## config.mk

```make
export PLATFORM = sky130hd
export DESIGN_NAME = i2c_status_mask
export DESIGN_NICKNAME = d
export VERILOG_FILES = /design/src/shared/i2c_stat_pkg.sv /design/src/shared/bus_event_if.sv /design/src/verilog/bus_condition_detect.sv /design/src/verilog/masked_addr_compare.sv /design/src/verilog/i2c_status_mask.sv
export VERILOG_INCLUDE_DIRS = /design/src /design/src/shared
export SDC_FILE = /design/constraint.sdc
export NUM_CORES = 1
export LEC_CHECK = 0
export ABC_AREA = 1
export BUFFER_PORTS_ARGS = -buffer_cell sky130_fd_sc_hd__buf_2
export CAP_MARGIN = 20
export CELL_PAD_IN_SITES_DETAIL_PLACEMENT = 0
export CELL_PAD_IN_SITES_GLOBAL_PLACEMENT = 1
export CORE_MARGIN = 3
export CORE_UTILIZATION = 40
export DETAILED_ROUTE_END_ITERATION = 10
export GPL_TIMING_DRIVEN = 0
export PLACE_DENSITY = 0.79
export SYNTH_ARGS = -nofsm -noshare
export SYNTH_HDL_FRONTEND = slang
export SYNTH_SLANG_ARGS = --single-unit
```

## constraint.sdc

```tcl
create_clock -name clk -period 3.5 [get_ports clk]
set_input_delay 0.525 -clock clk [delete_from_list [all_inputs] [get_ports clk]]
set_output_delay 0.525 -clock clk [all_outputs]
set_load 0.01 [all_outputs]
```

## src/shared/i2c_stat_regs.svh

```systemverilog
`ifndef I2C_STAT_REGS_SVH
`define I2C_STAT_REGS_SVH

`define REG_STATUS 8'h00
`define REG_MASK 8'h04
`define REG_CONTROL 8'h08
`define REG_OWN_ADDR 8'h0C
`define REG_TRANSMIT 8'h10
`define REG_RECEIVE 8'h14

`define ST_ACK 15
`define ST_MASTER_TX_IN_PROGRESS 14
`define ST_BCL 10
`define ST_GC 9
`define ST_TEN 8
`define ST_WRITE_COLLISION_FLAG 7
`define ST_OV 6
`define ST_DA 5
`define ST_STOP 4
`define ST_START 3
`define ST_RW 2
`define ST_RBF 1
`define ST_TBF 0

`define CTL_TEN_SEL 10
`define CTL_GC_EN 7

`define MASK_IMPL 16'h03FF
`define STATUS_RESET 16'h0000
`define MASK_RESET 10'h000
`define OWN_ADDR_RESET 10'h000
`define GEN_CALL_ADDR 8'h00
`define TEN_BIT_PREFIX 5'h1E
`define BYTE_LAST_BIT 4'h7
`define ACK_BIT 4'h8

`endif

```

## src/shared/i2c_stat_pkg.sv

```systemverilog
package i2c_stat_pkg;
   typedef enum logic [2:0] {SL_IDLE, SL_ADDR1, SL_ADDR2, SL_DATA, SL_SKIP} slave_state_t;
   typedef logic [15:0] word_t;
   typedef logic [7:0] byte_t;
endpackage

```

## src/shared/bus_event_if.sv

```systemverilog
`timescale 1ns/1ps
interface bus_event_if;
   logic scl;
   logic sda;
   logic scl_rise;
   logic start;
   logic stop;
   modport detector (output scl, output sda, output scl_rise, output start, output stop);
   modport watcher (input scl, input sda, input scl_rise, input start, input stop);
endinterface

```

## src/verilog/bus_condition_detect.sv

```systemverilog
`timescale 1ns/1ps
module bus_condition_detect (
   // Clock and reset
   input wire logic clk,
   input wire logic reset,
   // Raw bus pins
   input wire logic scl_in,
   input wire logic sda_in,
   // Decoded bus events
   bus_event_if.detector ev
);
   logic [1:0] meta;
   logic [1:0] synced;
   logic [1:0] prev;
   logic [1:0] next_meta;
   logic [1:0] next_synced;
   logic [1:0] next_prev;

   // Index 1 is clock line, index 0 is data line
   always_comb begin
      next_meta = {scl_in, sda_in};
      next_synced = meta;
      next_prev = synced;
   end

   // Idle bus is high, so reset to ones avoids a false start at release
   always_ff @(posedge clk) begin
      if (reset) begin
         meta <= 2'h3;
         synced <= 2'h3;
         prev <= 2'h3;
      end else begin
         meta <= next_meta;
         synced <= next_synced;
         prev <= next_prev;
      end
   end

   assign ev.scl = synced[1];
   assign ev.sda = synced[0];
   assign ev.scl_rise = synced[1] & ~prev[1];
   assign ev.start = synced[1] & prev[1] & prev[0] & ~synced[0];
   assign ev.stop = synced[1] & prev[1] & ~prev[0] & synced[0];
endmodule

```

## src/verilog/masked_addr_compare.sv

```systemverilog
`timescale 1ns/1ps
module masked_addr_compare #(
   parameter int WIDTH = 7
) (
   // Compared values
   input wire logic [WIDTH-1:0] incoming,
   input wire logic [WIDTH-1:0] own,
   input wire logic [WIDTH-1:0] mask,
   // Result
   output logic match
);
   // A set mask bit removes the position from comparison
   assign match = &(~(incoming ^ own) | mask);
endmodule

```

## src/verilog/i2c_status_mask.sv

```systemverilog
`timescale 1ns/1ps
`include "i2c_stat_regs.svh"
module i2c_status_mask (
   // Clock and reset
   input wire logic clk,
   input wire logic reset,
   // Register port
   input wire logic [7:0] reg_addr,
   input wire logic [15:0] reg_wdata,
   input wire logic reg_write,
   input wire logic reg_read,
   output logic [15:0] reg_rdata,
   // Bus pins
   input wire logic scl_in,
   input wire logic sda_in,
   // Master engine
   input wire logic master_active,
   input wire logic master_tx_begin,
   input wire logic master_ack_end,
   input wire logic master_sda_release,
   input wire logic module_busy,
   input wire logic tx_done,
   // Transmit and control outputs
   output logic [7:0] transmit_buffer,
   output logic transmit_buffer_full,
   output logic general_call_enable,
   output logic ten_bit_addressing_select,
   output logic general_call_event
);
   bus_event_if ev ();

   bus_condition_detect u_detect (
      .clk(clk),
      .reset(reset),
      .scl_in(scl_in),
      .sda_in(sda_in),
      .ev(ev)
   );

   // Status flags
   logic ack_result, master_tx_in_progress, bus_collision_flag, general_call_received;
   logic ten_bit_match, write_collision_flag, receive_overflow_flag, data_not_address;
   logic stop_seen, start_seen, read_not_write, receive_buffer_full;
   logic next_ack, next_master_tx_in_progress, next_bcl, next_gc, next_ten, next_write_collision_flag, next_ov, next_da;
   logic next_stop, next_start, next_rw, next_rbf, next_tbf;

   // Software registers
   logic [9:0] address_mask_bits, own_slave_address;
   logic [9:0] next_mask, next_own;
   logic next_general_call_enable, next_tensel;
   logic [7:0] receive_buffer, next_rcv, next_trn;
   logic [15:0] next_rdata, status_word;

   // Slave receiver
   i2c_stat_pkg::slave_state_t state, next_state;
   logic [3:0] bit_cnt, next_bit_cnt;
   logic [7:0] receive_shift_register, next_rsr;
   logic next_gc_event;

   logic byte_done;
   i2c_stat_pkg::byte_t rx_byte;
   logic match7, match_hi, match_lo;
   logic rx_attempt, rx_load, collision;
   logic wr_status, wr_transmit, rd_receive;

   assign rx_byte = {receive_shift_register[6:0], ev.sda};
   assign byte_done = ev.scl_rise && bit_cnt == `BYTE_LAST_BIT && state != i2c_stat_pkg::SL_IDLE;
   assign wr_status = reg_write && reg_addr == `REG_STATUS;
   assign wr_transmit = reg_write && reg_addr == `REG_TRANSMIT;
   assign rd_receive = reg_read && reg_addr == `REG_RECEIVE;
   // Only bits the master let float high can lose arbitration
   assign collision = master_active && master_sda_release && ev.scl_rise && !ev.sda;

   masked_addr_compare #(.WIDTH(7)) u_cmp7 (
      .incoming(rx_byte[7:1]),
      .own(own_slave_address[6:0]),
      .mask(address_mask_bits[6:0]),
      .match(match7)
   );

   masked_addr_compare #(.WIDTH(2)) u_cmp_hi (
      .incoming(rx_byte[2:1]),
      .own(own_slave_address[9:8]),
      .mask(address_mask_bits[9:8]),
      .match(match_hi)
   );

   masked_addr_compare #(.WIDTH(8)) u_cmp_lo (
      .incoming(rx_byte),
      .own(own_slave_address[7:0]),
      .mask(address_mask_bits[7:0]),
      .match(match_lo)
   );

   // Slave address and data tracking
   always_comb begin
      next_state = state;
      next_bit_cnt = bit_cnt;
      next_rsr = receive_shift_register;
      next_gc = general_call_received;
      next_ten = ten_bit_match;
      next_da = data_not_address;
      next_rw = read_not_write;
      next_gc_event = 1'b0;
      rx_attempt = 1'b0;
      if (ev.start) begin
         next_state = i2c_stat_pkg::SL_ADDR1;
         next_bit_cnt = 4'h0;
      end else if (ev.stop) begin
         next_state = i2c_stat_pkg::SL_IDLE;
         next_gc = 1'b0;
         next_ten = 1'b0;
      end else if (ev.scl_rise && state != i2c_stat_pkg::SL_IDLE) begin
         next_rsr = rx_byte;
         next_bit_cnt = (bit_cnt == `ACK_BIT) ? 4'h0 : bit_cnt + 4'h1;
      end
      if (byte_done) begin
         case (state)
            i2c_stat_pkg::SL_ADDR1: begin
               if (general_call_enable && rx_byte == `GEN_CALL_ADDR) begin
                  next_gc = 1'b1;
                  next_gc_event = 1'b1;
                  next_da = 1'b0;
                  next_rw = 1'b0;
                  next_state = i2c_stat_pkg::SL_DATA;
               end else if (ten_bit_addressing_select) begin
                  if (rx_byte[7:3] == `TEN_BIT_PREFIX && match_hi) begin
                     next_rw = rx_byte[0];
                     next_da = 1'b0;
                     if (!rx_byte[0]) begin
                        next_state = i2c_stat_pkg::SL_ADDR2;
                     end else if (ten_bit_match) begin
                        next_state = i2c_stat_pkg::SL_DATA;
                     end else begin
                        next_state = i2c_stat_pkg::SL_SKIP;
                     end
                  end else begin
                     next_state = i2c_stat_pkg::SL_SKIP;
                  end
               end else if (match7) begin
                  next_rw = rx_byte[0];
                  next_da = 1'b0;
                  next_state = i2c_stat_pkg::SL_DATA;
               end else begin
                  next_state = i2c_stat_pkg::SL_SKIP;
               end
            end
            i2c_stat_pkg::SL_ADDR2: begin
               if (match_lo) begin
                  next_ten = 1'b1;
                  next_da = 1'b0;
                  next_state = i2c_stat_pkg::SL_DATA;
               end else begin
                  next_state = i2c_stat_pkg::SL_SKIP;
               end
            end
            i2c_stat_pkg::SL_DATA: begin
               next_da = 1'b1;
               rx_attempt = !read_not_write;
            end
            default: begin
               next_state = state;
            end
         endcase
      end
   end

   always_ff @(posedge clk) begin
      if (reset) begin
         state <= i2c_stat_pkg::SL_IDLE;
         bit_cnt <= 4'h0;
         receive_shift_register <= 8'h00;
         general_call_received <= 1'b0;
         ten_bit_match <= 1'b0;
         data_not_address <= 1'b0;
         read_not_write <= 1'b0;
         general_call_event <= 1'b0;
      end else begin
         state <= next_state;
         bit_cnt <= next_bit_cnt;
         receive_shift_register <= next_rsr;
         general_call_received <= next_gc;
         ten_bit_match <= next_ten;
         data_not_address <= next_da;
         read_not_write <= next_rw;
         general_call_event <= next_gc_event;
      end
   end

   // A full receive buffer keeps its unread byte; the new one is dropped
   assign rx_load = rx_attempt && !receive_buffer_full;

   // Status flags: hardware sets win over software clears in the same cycle
   always_comb begin
      next_ack = master_ack_end ? ev.sda : ack_result;
      next_master_tx_in_progress = master_tx_in_progress;
      if (master_ack_end) next_master_tx_in_progress = 1'b0;
      if (master_tx_begin) next_master_tx_in_progress = 1'b1;
      next_bcl = bus_collision_flag;
      next_write_collision_flag = write_collision_flag;
      next_ov = receive_overflow_flag;
      next_stop = stop_seen;
      next_start = start_seen;
      if (wr_status) begin
         next_bcl = bus_collision_flag & reg_wdata[`ST_BCL];
         next_write_collision_flag = write_collision_flag & reg_wdata[`ST_WRITE_COLLISION_FLAG];
         next_ov = receive_overflow_flag & reg_wdata[`ST_OV];
         next_stop = stop_seen & reg_wdata[`ST_STOP];
         next_start = start_seen & reg_wdata[`ST_START];
      end
      if (collision) next_bcl = 1'b1;
      if (wr_transmit && module_busy) next_write_collision_flag = 1'b1;
      if (rx_attempt && receive_buffer_full) next_ov = 1'b1;
      if (ev.start) begin
         next_start = 1'b1;
         next_stop = 1'b0;
      end else if (ev.stop) begin
         next_start = 1'b0;
         next_stop = 1'b1;
      end
      next_rbf = receive_buffer_full;
      if (rd_receive) next_rbf = 1'b0;
      if (rx_load) next_rbf = 1'b1;
      next_rcv = rx_load ? rx_byte : receive_buffer;
      next_tbf = transmit_buffer_full;
      next_trn = transmit_buffer;
      if (tx_done) next_tbf = 1'b0;
      if (wr_transmit && !module_busy) begin
         next_tbf = 1'b1;
         next_trn = reg_wdata[7:0];
      end
   end

   always_ff @(posedge clk) begin
      if (reset) begin
         ack_result <= 1'b0;
         master_tx_in_progress <= 1'b0;
         bus_collision_flag <= 1'b0;
         write_collision_flag <= 1'b0;
         receive_overflow_flag <= 1'b0;
         stop_seen <= 1'b0;
         start_seen <= 1'b0;
         receive_buffer_full <= 1'b0;
         receive_buffer <= 8'h00;
         transmit_buffer_full <= 1'b0;
         transmit_buffer <= 8'h00;
      end else begin
         ack_result <= next_ack;
         master_tx_in_progress <= next_master_tx_in_progress;
         bus_collision_flag <= next_bcl;
         write_collision_flag <= next_write_collision_flag;
         receive_overflow_flag <= next_ov;
         stop_seen <= next_stop;
         start_seen <= next_start;
         receive_buffer_full <= next_rbf;
         receive_buffer <= next_rcv;
         transmit_buffer_full <= next_tbf;
         transmit_buffer <= next_trn;
      end
   end

   always_comb begin
      status_word = `STATUS_RESET;
      status_word[`ST_ACK] = ack_result;
      status_word[`ST_MASTER_TX_IN_PROGRESS] = master_tx_in_progress;
      status_word[`ST_BCL] = bus_collision_flag;
      status_word[`ST_GC] = general_call_received;
      status_word[`ST_TEN] = ten_bit_match;
      status_word[`ST_WRITE_COLLISION_FLAG] = write_collision_flag;
      status_word[`ST_OV] = receive_overflow_flag;
      status_word[`ST_DA] = data_not_address;
      status_word[`ST_STOP] = stop_seen;
      status_word[`ST_START] = start_seen;
      status_word[`ST_RW] = read_not_write;
      status_word[`ST_RBF] = receive_buffer_full;
      status_word[`ST_TBF] = transmit_buffer_full;
   end

   // Configuration registers and read port
   always_comb begin
      next_mask = address_mask_bits;
      next_own = own_slave_address;
      next_general_call_enable = general_call_enable;
      next_tensel = ten_bit_addressing_select;
      if (reg_write) begin
         case (reg_addr)
            `REG_MASK: next_mask = reg_wdata[9:0];
            `REG_OWN_ADDR: next_own = reg_wdata[9:0];
            `REG_CONTROL: begin
               next_general_call_enable = reg_wdata[`CTL_GC_EN];
               next_tensel = reg_wdata[`CTL_TEN_SEL];
            end
            default: next_mask = address_mask_bits;
         endcase
      end
      next_rdata = 16'h0000;
      if (reg_read) begin
         case (reg_addr)
            `REG_STATUS: next_rdata = status_word;
            `REG_MASK: next_rdata = {6'h00, address_mask_bits};
            `REG_OWN_ADDR: next_rdata = {6'h00, own_slave_address};
            `REG_CONTROL: begin
               next_rdata[`CTL_GC_EN] = general_call_enable;
               next_rdata[`CTL_TEN_SEL] = ten_bit_addressing_select;
            end
            `REG_TRANSMIT: next_rdata = {8'h00, transmit_buffer};
            `REG_RECEIVE: next_rdata = {8'h00, receive_buffer};
            default: next_rdata = 16'h0000;
         endcase
      end
   end

   always_ff @(posedge clk) begin
      if (reset) begin
         address_mask_bits <= `MASK_RESET;
         own_slave_address <= `OWN_ADDR_RESET;
         general_call_enable <= 1'b0;
         ten_bit_addressing_select <= 1'b0;
         reg_rdata <= 16'h0000;
      end else begin
         address_mask_bits <= next_mask;
         own_slave_address <= next_own;
         general_call_enable <= next_general_call_enable;
         ten_bit_addressing_select <= next_tensel;
         reg_rdata <= next_rdata;
      end
   end
endmodule

```

==> Word-level counts from Yosys, hierarchy flattened <==
Index checks and enable logic that the tools add are counted.
W data, S select, Z words.
{ "word_totals": {"reg_bits": 88, "input_bits": 36, "output_inout_bits": 28, "wordCells": 176} }
{ "classes": {"add_sub_neg": 1, "eq_ne": 16, "muxes": 56, "bitwise": 29, "n_reduce_logical": 46} }
{ "op_table": {"columns": ["op", "count"], "rows": [
  ["$mux W1", 39],
  ["$pmux W7 S5", 1],
  ["$mux W3", 10],
  ["$eq A8 B4 Y1 const B", 2],
  ["$eq A8 B5 Y1 const B", 2],
  ["$logic_not A8 Y1", 2],
  ["$logic_and A1 B1 Y1", 15],
  ["$reduce_bool A2 Y1", 7],
  ["$reduce_bool A3 Y1", 4],
  ["$and A1 B1 Y1", 11],
  ["$reduce_and A2 Y1", 5],
  ["$not A1 Y1", 9],
  ["$pmux W3 S3", 1],
  ["$eq A8 B3 Y1 const B", 1],
  ["$ne A4 B4 Y1 const B", 2],
  ["$not A8 Y8", 1],
  ["$or A8 B8 Y8", 1],
  ["$reduce_and A8 Y1", 1],
  ["$xor A8 B8 Y8", 1],
  ["$not A7 Y7", 1],
  ["$or A7 B7 Y7", 1],
  ["$reduce_and A7 Y1", 1],
  ["$xor A7 B7 Y7", 1],
  ["$eq A3 B2 Y1 const B", 2],
  ["22 further kinds", 27]
]} }

==> Longest topological paths before layout <==
{ "depth": {"word_depth": 10, "depth_mapped": 12, "ltp_nobuf": 12} }

==> Hierarchy <==
A second synthesis with hierarchy kept.
{ "hier_totals": {"hier_cells": 633, "hier_area_um2": 4112.7} }
{ "modules_own_cells": {"columns": ["mod", "n_inst", "cells_per_inst", "area_per_inst_um2", "seq_area_each_um2"], "rows": [
  ["i2c_status_mask", 1, 507, 3500.9, 1581.5],
  ["masked_addr_compare (u_cmp_lo)", 1, 53, 206.4, 0.0],
  ["bus_condition_detect", 1, 22, 190.2, 120.1],
  ["masked_addr_compare (u_cmp7)", 1, 40, 173.9, 0.0],
  ["masked_addr_compare (u_cmp_hi)", 1, 11, 41.3, 0.0]
]} }

==> Least setup slack after synthesis <==
No wires, ideal clock.
{ "synth_path": {"kind": "input to register", "start": "input reg_addr[7]", "end": "register transmit_buffer[6]", "setup_time_ns": 0.115, "arrival_time_ns": 1.653, "required_time_ns": 3.385, "slack_ns": 1.732, "path_stages": 9, "path_buffers": 1, "path_cell_list": "nor2_2 -> inv_2 -> nor3_4 -> nand4_4 -> inv_2 -> nand3b_4 -> buf_6 -> o21ai_2 -> a21oi_2"} }
{ "synth_between": {"elab_chain_cells": 3} }
{ "synth_rtl": {"columns": ["element", "line", "text"], "rows": [
  ["from (decl)", "i2c_status_mask.sv:8", "input wire logic [7:0] reg_addr,"],
  ["$eq A8 B5 Y1", null, null],
  ["$logic_and A1 B1 Y1 (no source line)", null, null],
  ["$logic_and A1 B1 Y1", "i2c_status_mask.sv:228", "if (wr_transmit && !module_busy) begin"],
  ["to (signal assigned)", "i2c_status_mask.sv:258", "transmit_buffer <= next_trn;"],
  ["to (decl)", "i2c_status_mask.sv:24", "output logic [7:0] transmit_buffer,"]
]} }
No other way between the ends.
A chain may end at the register's enable or synchronous reset.

==> Worst setup path in the final report <==
{ "layout_path": {"start": "input reg_addr[1]", "end": "register reg_rdata[1]"} }
{ "layout_between": {"elab_chain_cells": 2, "elab_cells_between_ends": 6, "cone_classes": "eq/ne: 4; mux: 1; reduce/logical: 1"} }
{ "layout_rtl": {"columns": ["element", "line", "text"], "rows": [
  ["$eq A8 B5 Y1, or another cell as far along", "i2c_status_mask.sv:298", "case (reg_addr)"],
  ["$pmux W7 S5 (*)", "i2c_status_mask.sv:298", null],
  ["to (signal assigned)", "i2c_status_mask.sv:325", "reg_rdata <= next_rdata;"],
  ["to (decl)", "i2c_status_mask.sv:12", "output logic [15:0] reg_rdata,"]
]} }
Every way passes the cells marked *; elsewhere a longest branch is shown, timed or not.

==> metrics.md <==
| Metric | Value |
|---|---|
| Status | `finished, final reports clean` |
| # setup viols final | `0` |
| GR peak layer | `met2` |
| Internal | `1.27 mW` |
| Max Cap Viol | `0` |
| CTS tree | `done` |
| Clk_lat worst skew | `0.36 ns` |
| Ant diodes | `0` |
| Clock-pin slew on the worst setup and hold paths | `0.09 ns` |
| Clk_skew | `0.0146 ns` |
| Vias in the first global route | `3589` |
| Critical path capture point type | `flop` |
| Grt met2 use | `34.1%` |
| CP Class | `in2reg` |
| Drt pass-1 iters | `7` |
| Final Power | `1.73 mW` |
| Io pins | `64` |
| Die area | `0.0110 mm²` |
| First-pass GRT wire length | `18.9 mm` |
| Leakage | `1.93 nW` |
| Design area | `0.00452 mm²` |
| Post-CTS Setup Bufs | `0` |
| Slew headroom | `59.9%` |
| Worst VDD drop | `0.165 mV` |
| Syn avg cell area | `7.09 µm²` |
| Max Slew Vio Count | `0` |
| Nets | `656` |
| DP HPWL | `9.02 mm` |
| Total track usage | `22.1%` |
| Worst EP required | `3.79 ns` |
| Worst Tran Pin Value | `0.598 ns` |
| Die H | `105 µm` |
| Largest net degree at the start of global routing | `16` |
| Setup TNS | `0 ns` |
| P&R area growth vs syn | `15.7%` |
| Die width | `105 µm` |
| Largest cells by area after synthesis | `dfxtp_1 44%, nand2_1 9.2%, a21oi_1 8.5%, o21ai_0 7.9%, inv_1 7.2%` |
| Largest area contributor in the netlist | `dfxtp_1` |
| Sequential share of the synthesized area | `43.6%` |
| Clock Tree Root | `clkbuf_8` |
| GR Util met3 | `3.71%` |
| Post-layout util | `48.2%` |
| Clock share of power | `37.3%` |
| DRT antenna net count | `0` |
| Post-Syn Area | `0.00391 mm²` |
| GPL Wtd Cong | `0.898` |
| CP max FO | `10` |
| Gate Count Post-Synth | `551` |
| Sw Share | `26.3%` |
| Drt via density | `5.07` |
| DRC | `0` |
| I/O Buffers | `54` |
| Number of DRC markers in iteration 0 | `287` |
| Global routing usage on met1 | `31.2%` |
| Post-CTS Resized | `0` |
| Combinational Power Share | `6.0%` |
| Final Cycle Share | `53.6%` |
| Yosys warns | `0` |
| Maximum clock path buffer count | `2` |
| Grt total ovfl | `0` |
| Distinct cells, synth | `37` |
| Switching power of the nets | `453 µW` |
| Initial core utilization | `41.7%` |
| Via count | `3809` |
| CTS HTree Levels | `3` |
| Crit path time final | `1.88 ns` |
| Antenna violations before repair | `0` |
| Unrepaired setup endpoints after global routing | `no` |
| Hold_buf cts | `0` |
| Critical Path AT | `2.17 ns` |
| PwrDens | `382 mW/mm²` |
| Hold Fails Final Rpt | `0` |
| Hold WC Path Type | `in2reg` |
| #FFs+latches synth | `85` |
| Flop pwr share | `56.7%` |
| Core area | `0.00937 mm²` |
| Cell Area, Placed | `0.00435 mm²` |
| CTS Buf Count | `9` |
| Share of cells above drive strength 1 | `15.7%` |
| Top-area cell type share of the netlist area | `43.6%` |
| Post-Route WL | `11.7 mm` |
| Row cnt | `35` |
| TritonCTS sink count | `85` |
| Routed WL per cell | `15.6 µm` |
| Hold Slack | `0.349 ns` |
| Max Fclk | `533 MHz` |
| Startpoint types | `input pin` |
[cell families after synthesis]
kind of cell | synth area share (%)
flops | 43.6
compound gates | 20.3
xor+xnor | 0.449
other cells | 0.0960
buf+inv | 9.87
fa+ha+maj | 0.641
simple gates | 25.1
[worst paths after layout]
| kind | slack (ns) | endpoint | cells past startpoint | start |
|---|---|---|---|---|
| max | 1.62 | reg_rdata[1] | 9 | reg_addr[1] |
| min | 0.35 | u_detect.meta[1] | 2 | scl_in |
| max reg2reg | 1.63 | receive_buffer[7] | 8 | bit_cnt[0] |
| min reg2reg | 0.42 | u_detect.next_prev[1] | 1 | u_detect.meta[1] |
[cell usage after synthesis (all sizes together)]
cell type	count
nand4	9
o31ai	1
nand3	40
a21boi	1
or2	4
nor2	52
clkbuf	9
nor3	7
ha	2
a31o	1
buf	9
o21ai	68
a31oi	1
nand3b	2
and2	2
conb	1
xor2	2
o221ai	1
nand2	98
dfxtp	85
o22ai	10
a21oi	68
inv	78
[power groups by stage]
stage               sequential, mW  combinational, mW  clock (mW)
global route                 0.980              0.116       0.699
CTS                          0.979              0.103       0.656
detailed placement            1.00              0.103           0
finish                       0.979              0.103       0.644
global placement              1.00              0.102           0
floorplan                     1.00             0.0571           0
[per-stage QoR]
| step | instances | setup slack (ns) |
|---|---|---|
| global route | 752 | 1.38 |
| CTS | 752 | 1.64 |
| detailed placement | 736 | 1.28 |
| global placement | 736 | 1.28 |
| finish | 752 | 1.62 |
| floorplan | 553 | 1.73 |
[metal layers]
| layer | vias up | routed length [µm] |
|---|---|---|
| li1 | 1942 | - |
| met2 | 114 | 5240 |
| met3 | 13 | 712 |
| met4 | 0 | 232 |
| met5 | - | 0 |
| met1 | 1740 | 5550 |
[cell type report]
cell class	count	area (µm²)
fillers	1006	4850
multi-input cells	372	1830
flip-flops and latches	85	1700
inverters	78	293
repair buffers	54	270
well taps	129	161
clock buffers	10	128
plain buffers	18	92.6
clock inverters	6	47.5
[worst max-delay path: stages]
cell	delay, ns
buf_2	0.11
nor2_4	0.19
inv_1	0.10
nor3_4	0.35
nand2_2	0.11
buf_2	0.23
o22ai_1	0.27
nor2_1	0.15
a21oi_1	0.13
[registers in the layout, summed over array words and instances, names as in the netlist, 2 cells and up]
| signal | flops |
|---|---|
| address_mask_bits | 10 |
| u_detect.next_prev | 2 |
| state | 3 |
| receive_buffer | 8 |
| own_slave_address | 10 |
| bit_cnt | 4 |
| transmit_buffer | 8 |
| receive_shift_register | 7 |
| u_detect.meta | 2 |
| u_detect.prev | 2 |
| reg_rdata | 13 |
[cell usage in the layout, fill, tap and decap left out, types with 8 or more instances in the layout]
master / count
o22ai_1: 10
nand4_1: 8
buf_2: 58
dfxtp_1: 85
o21ai_0: 62
inv_1: 75
nand3_1: 40
nor2_1: 49
clkbuf_8: 9
clkbuf_1: 9
nand2_1: 96
a21oi_1: 66
No activity file was read; power rests on OpenSTA's default activity.
